**src/rtl/incdec_branch_pkg.sv**
```systemverilog
// Constants and carrier types for the skip, increment, OR and branch unit.
package incdec_branch_pkg;
    localparam int DATA_W = 8;
    localparam int FADDR_W = 7;
    localparam int TARGET_W = 11;
    localparam int PC_W = 13;
    localparam int LATCH_W = 8;
    localparam int LATCH_LO = 3;
    localparam int LATCH_HI = 4;
    localparam logic [7:0] ACC_RESET = 8'h00;
    localparam logic [12:0] PC_RESET = 13'h0000;
    localparam logic [7:0] ONE = 8'h01;
    localparam logic [7:0] ZERO = 8'h00;
    localparam logic DEST_ACC = 1'b0;
    localparam logic DEST_FILE = 1'b1;

    typedef enum logic [2:0] {
        OP_NONE = 3'h0,
        OP_DEC_SKIP = 3'h1,
        OP_INC_SKIP = 3'h2,
        OP_BRANCH = 3'h3,
        OP_OR_LIT = 3'h4,
        OP_INC = 3'h5,
        OP_OR_REG = 3'h6
    } op_t;

    typedef struct packed {
        op_t op;
        logic [FADDR_W-1:0] faddr;
        logic dest;
        logic [TARGET_W-1:0] imm;
    } instr_t;

    typedef struct packed {
        logic we;
        logic [FADDR_W-1:0] addr;
        logic [DATA_W-1:0] data;
    } file_wr_t;
endpackage

```
**src/rtl/incdec_branch_exec.sv**
```systemverilog
// Execution unit for skip, increment, OR and branch instructions.
`timescale 1ns/100ps
module incdec_branch_exec (
    // Clock and reset.
    input wire logic clk_sys,
    input wire logic reset,
    // Decoded instruction, one per instruction cycle.
    input wire logic instr_valid,
    input wire incdec_branch_pkg::instr_t instr,
    // File register read data for the addressed register.
    input wire logic [incdec_branch_pkg::DATA_W-1:0] file_rdata,
    // Upper address latch contents.
    input wire logic [incdec_branch_pkg::LATCH_W-1:0] upper_address_latch,
    // File register write port and registered read address.
    output incdec_branch_pkg::file_wr_t file_wr,
    output logic [incdec_branch_pkg::FADDR_W-1:0] file_raddr,
    // Architectural results.
    output logic [incdec_branch_pkg::DATA_W-1:0] acc,
    output logic zero_flag,
    output logic [incdec_branch_pkg::PC_W-1:0] program_counter,
    output logic pc_load,
    output logic squash_next,
    output logic busy
);
    import incdec_branch_pkg::*;

    typedef enum logic [1:0] {
        ST_RUN = 2'b00,
        ST_FLUSH = 2'b01
    } state_t;

    function automatic logic is_zero(input logic [DATA_W-1:0] v);
        is_zero = (v == ZERO);
    endfunction

    state_t state_ff;
    logic [DATA_W-1:0] acc_ff;
    logic zero_ff;
    logic [PC_W-1:0] pc_ff;
    logic pc_load_ff;
    logic squash_ff;
    logic busy_ff;
    file_wr_t wr_ff;
    logic [FADDR_W-1:0] raddr_ff;
    logic [DATA_W-1:0] nxt_result;
    logic nxt_flag_en;
    logic nxt_skip;
    logic nxt_writes;
    logic take;

    // An instruction in the flush cycle is the squashed slot and does nothing.
    assign take = instr_valid && (state_ff == ST_RUN);

    always_comb begin
        nxt_result = ZERO;
        nxt_flag_en = 1'b0;
        nxt_skip = 1'b0;
        nxt_writes = 1'b0;
        case (instr.op)
            OP_DEC_SKIP: begin
                nxt_result = file_rdata - ONE;
                nxt_skip = is_zero(nxt_result);
                nxt_writes = 1'b1;
            end
            OP_INC_SKIP: begin
                nxt_result = file_rdata + ONE;
                nxt_skip = is_zero(nxt_result);
                nxt_writes = 1'b1;
            end
            OP_INC: begin
                nxt_result = file_rdata + ONE;
                nxt_flag_en = 1'b1;
                nxt_writes = 1'b1;
            end
            OP_OR_REG: begin
                nxt_result = acc_ff | file_rdata;
                nxt_flag_en = 1'b1;
                nxt_writes = 1'b1;
            end
            OP_OR_LIT: begin
                nxt_result = acc_ff | instr.imm[DATA_W-1:0];
                nxt_flag_en = 1'b1;
            end
            default: begin
                nxt_result = ZERO;
            end
        endcase
    end

    // The read address follows the decoded operand combinationally upstream;
    // it is registered here only to keep every output on a flip-flop.
    always_ff @(posedge clk_sys) begin
        if (reset) begin
            raddr_ff <= '0;
        end else begin
            raddr_ff <= instr.faddr;
        end
    end

    always_ff @(posedge clk_sys) begin
        if (reset) begin
            acc_ff <= ACC_RESET;
        end else if (take && instr.op == OP_OR_LIT) begin
            acc_ff <= nxt_result;
        end else if (take && nxt_writes && instr.dest == DEST_ACC) begin
            acc_ff <= nxt_result;
        end
    end

    always_ff @(posedge clk_sys) begin
        if (reset) begin
            wr_ff <= '0;
        end else begin
            wr_ff.we <= take && nxt_writes && instr.dest == DEST_FILE;
            wr_ff.addr <= instr.faddr;
            wr_ff.data <= nxt_result;
        end
    end

    // Skips and branches leave the flag alone; only flag-setting ops update.
    always_ff @(posedge clk_sys) begin
        if (reset) begin
            zero_ff <= 1'b0;
        end else if (take && nxt_flag_en) begin
            zero_ff <= is_zero(nxt_result);
        end
    end

    always_ff @(posedge clk_sys) begin
        if (reset) begin
            pc_ff <= PC_RESET;
            pc_load_ff <= 1'b0;
        end else if (take && instr.op == OP_BRANCH) begin
            pc_ff <= {upper_address_latch[LATCH_HI:LATCH_LO], instr.imm};
            pc_load_ff <= 1'b1;
        end else begin
            pc_load_ff <= 1'b0;
        end
    end

    // Skips with a zero result and all branches spend one extra cycle flushing the next slot.
    // Busy has its own flop so that the output never passes through a decode.
    always_ff @(posedge clk_sys) begin
        if (reset) begin
            state_ff <= ST_RUN;
            squash_ff <= 1'b0;
            busy_ff <= 1'b0;
        end else begin
            case (state_ff)
                ST_RUN: begin
                    if (take && (nxt_skip || instr.op == OP_BRANCH)) begin
                        state_ff <= ST_FLUSH;
                        squash_ff <= 1'b1;
                        busy_ff <= 1'b1;
                    end else begin
                        squash_ff <= 1'b0;
                        busy_ff <= 1'b0;
                    end
                end
                ST_FLUSH: begin
                    state_ff <= ST_RUN;
                    squash_ff <= 1'b0;
                    busy_ff <= 1'b0;
                end
                default: begin
                    state_ff <= ST_RUN;
                    squash_ff <= 1'b0;
                    busy_ff <= 1'b0;
                end
            endcase
        end
    end

    assign acc = acc_ff;
    assign zero_flag = zero_ff;
    assign program_counter = pc_ff;
    assign pc_load = pc_load_ff;
    assign squash_next = squash_ff;
    assign busy = busy_ff;
    assign file_wr = wr_ff;
    assign file_raddr = raddr_ff;
endmodule

```
**config.mk**
```make
export PLATFORM = sky130hd
export DESIGN_NAME = incdec_branch_exec
export DESIGN_NICKNAME = d
export VERILOG_FILES = /design/src/rtl/incdec_branch_pkg.sv /design/src/rtl/incdec_branch_exec.sv
export SDC_FILE = /design/constraint.sdc
export NUM_CORES = 1
export LEC_CHECK = 0
export ABC_AREA = 1
export BUFFER_PORTS_ARGS = -buffer_cell sky130_fd_sc_hd__clkbuf_2
export CAP_MARGIN = 10
export CORE_AREA = 2 2 68 70
export DETAILED_ROUTE_END_ITERATION = 10
export DIE_AREA = 0 0 70 72
export PLACE_DENSITY = 0.9
export SKIP_LAST_GASP = 1
export SLEW_MARGIN = 20
export SYNTH_ARGS = -nofsm -noshare
export SYNTH_HDL_FRONTEND = slang
export SYNTH_SLANG_ARGS = --single-unit
```
**constraint.sdc**
```tcl
create_clock -name clk_sys -period 4 [get_ports clk_sys]
set_input_delay 0.6 -clock clk_sys [delete_from_list [all_inputs] [get_ports clk_sys]]
set_output_delay 0.6 -clock clk_sys [all_outputs]
set_load 0.005 [all_outputs]
```
==> results.cfg <==
[run_status]
status = complete, no violations

[pwr]
leakagePower_uw = 0.00152
clkPwrFrac_pct = 36.7
peakVddDrop_uv = 261
swShare_pct = 26.3
power.internal_uw = 692
p_sw_uw = 247
power.density_nw_per_um2 = 352
combPwrFrac_pct = 16.7
pwr-share-seq_pct = 46.6

[clock_tree]
h-tree-depth = 2
tritoncts = done
cts.repair.resized = 0
clk_pin_slew_ps = 80
cts-buffers-inserted = 5
clockBufferDepth = 2
clock_latency_ps = 290
hold_buffers = 0
cts-root-buf = clkbuf_8
cts_setup_buffers = 0
cts_sinks = 41

[yosys]
yosys_warnings = 0
synthAdderAreaFrac_pct = 4.58
async_flop_share_pct = 0
synth_top_area_share_pct = 37.6
syn_area_um2 = 2180
synth_top_area_cell = dfxtp_1
yosysMostFrequentCell = nand2_1
synth_compound_area_share_pct = 10.4
synth-edff-count = 0
synth_cell_type_count = 28
synthTopCellsByCount = nand2_1, nor2_1, inv_1
syn_nets = 384
synth_top_family_by_area = simple AND/OR/NAND/NOR gates
yosysSeqAreaShare_pct = 37.6
synth-xor-area-share_pct = 0.401
synth_cells = 335
synth_area_leaders = dfxtp_1, nand2_1, nor2_1
ys_ff_latch = 41
synth.area.mux_share_pct = 0
yosys.area_share.simple_pct = 34.1
synthFlopType = dfxtp_1
synth.avg_cell_area_um2 = 6.52

[final_layout]
drive_above_1_share_pct = 23.6
diodes = 0
nets = 455
area_delta_synth_final_pct = 22.0

[timing]
slew_headroom_pct = 45.5
tightest_slew_ps = 817
finalHoldViolations = 0
post-route-min-period_ps = 2220
grt_setup_unrepaired = false
tns_ps = 0
slew_violations = 0
fmax_mhz = 450
holdWs_ps = 485
period_share_pct = 55.6
setup_viol = 0
skew_ps = 4.54

[global_route]
grt_overflow = 0
grt_pass1_vias = 2059
grt.total_usage_pct = 22.1
grt_antenna_before_repair = 0
grt_max_degree = 21
grt_pass1_wl_mm = 8.96

[setup_path]
worstReg2RegEnd = program_counter[4]
path_max_fanout = 13
worstPathRequired_ps = 4250
crit_path_frequent_cell = inv_1
r2r-start = state_ff[0]
slowest_delay_ps = 700
r2r_slack_ps = 2000
reg2reg_depth = 6
critPathCaptureType = register
critPathKind = in -> reg
critPathTopFamily = compound AO/OA/AOI/OAI gates
cp_data_arrival_time_ps = 2470
crit_chain = clkbuf_2 > inv_1 > ha_1 > nand2_2 > a21oi_1 > inv_1 > a21oi_1 > o21ai_0 > inv_1
cp-start-kind = input port
cp_slowest_cell = a21oi_1
crit_buf_inv = 4

[worst_hold_path]
hold_end = file_wr[8]
whs_path_depth = 3
min_path_type = in -> reg
worstHoldStart = instr[12]

[die]
core_um2 = 4260
die_w_um = 70
row_count = 24
die_area_um2 = 5040
pin_count = 89
die_y_um = 72
start_util_pct = 51.2

[place]
port-buffer-count = 82
gp_congestion = 0.886
hpwlAfterDp_mm = 4.16

[detailed_routing]
drt_iter0_markers = 178
drt_drc_violations_left = 0
vias = 2327
ant_nets = 0
post_drt_wl_per_cell_um = 11.7
dr.pass1.iters = 5
vias_per_cell = 5.07
drt-total-wl_mm = 5.36

[flow_run]
cap_violations = 0
-- metrics by stage --
step           instance area, um^2  setup slack [ps]  util, %  power, uW  std cells
6_report                      2670              1780     62.5        938        459
4_1_cts                       2670              1780     62.5        941        459
3_5_place_dp                  2550              1550     59.8        601        451
5_1_grt                       2670              1580     62.5        986        459
3_3_place_gp                  2550              1590     59.8        597        451
2_1_floorplan                 2180              2220        -        543        335
-- metal layers --
layer	GRT usage (%)	up-vias	share of wire [%]
li1	-	1180	-
met1	26.5	1027	40
met2	39.3	112	50
met3	6.53	8	8.5
met4	5.56	0	1.0
met5	0	-	0
-- layout make-up --
class	instances	area (um^2)
Fill cell	409	1600
Multi-Input combinational cell	230	1080
Sequential cell	41	821
Timing Repair Buffer	82	410
Inverter	46	173
Clock buffer	7	86.3
Tap cell	52	65.1
Clock inverter	1	30.0
-- worst reg2reg max path, stage by stage (launching register included) --
cell     delay [ps]
dfxtp_1         310
nor2_1          250
inv_1           100
nor2_1          590
inv_1           410
nor2_1          180
nor2_1           60
-- cell families (layout without fill, tap and decap cells) --
group / count (synthesis) / in the layout
AOI/OAI and AO/OA: 42 / 42
xor gates and xnor gates: 1 / 1
adders and majority gates: 8 / 8
buffers and inverters: 64 / 136
DFF: 41 / 41
and+or+nand+nor: 179 / 179
-- worst max-delay path by stage --
stage / startpoint / to / slack, ps / depth (start not counted)
after floorplan: instr[20] / zero_flag / 2220 / 13
final: instr[20] / acc[5] / 1780 / 9
after detailed placement: instr[20] / acc[6] / 1550 / 8
after global routing: instr[20] / acc[5] / 1580 / 9
after CTS: instr[20] / acc[5] / 1780 / 9
after global placement: instr[20] / acc[5] / 1590 / 8
-- power by group through the flow --
stage | Combinational (uW) | Clock [uW] | Sequential [uW]
CTS | 156 | 348 | 437
finish | 157 | 345 | 437
floorplan | 94.6 | 0 | 448
detailed placement | 155 | 0 | 446
global route | 178 | 368 | 440
global placement | 151 | 0 | 446
-- sequential cells by signal, summed over array words and instances (netlist names) --
name	flops
busy	1
acc	8
state_ff	1
program_counter	13
pc_load	1
zero_flag	1
file_wr	16
-- cells in the final DEF, fill, tap and decap left out, types with 3 or more instances in the layout --
cell type	netlist	layout
nand2_1	83	83
clkbuf_2	0	82
nor2_1	56	56
inv_1	43	43
dfxtp_1	41	41
nand3_1	25	25
o21ai_0	24	24
a21oi_1	11	11
ha_1	8	8
clkbuf_8	0	6
nand4_1	5	5
inv_2	3	3
o211ai_1	3	3
nand3b_1	3	3
No activity file was read; power rests on OpenSTA's default activity.
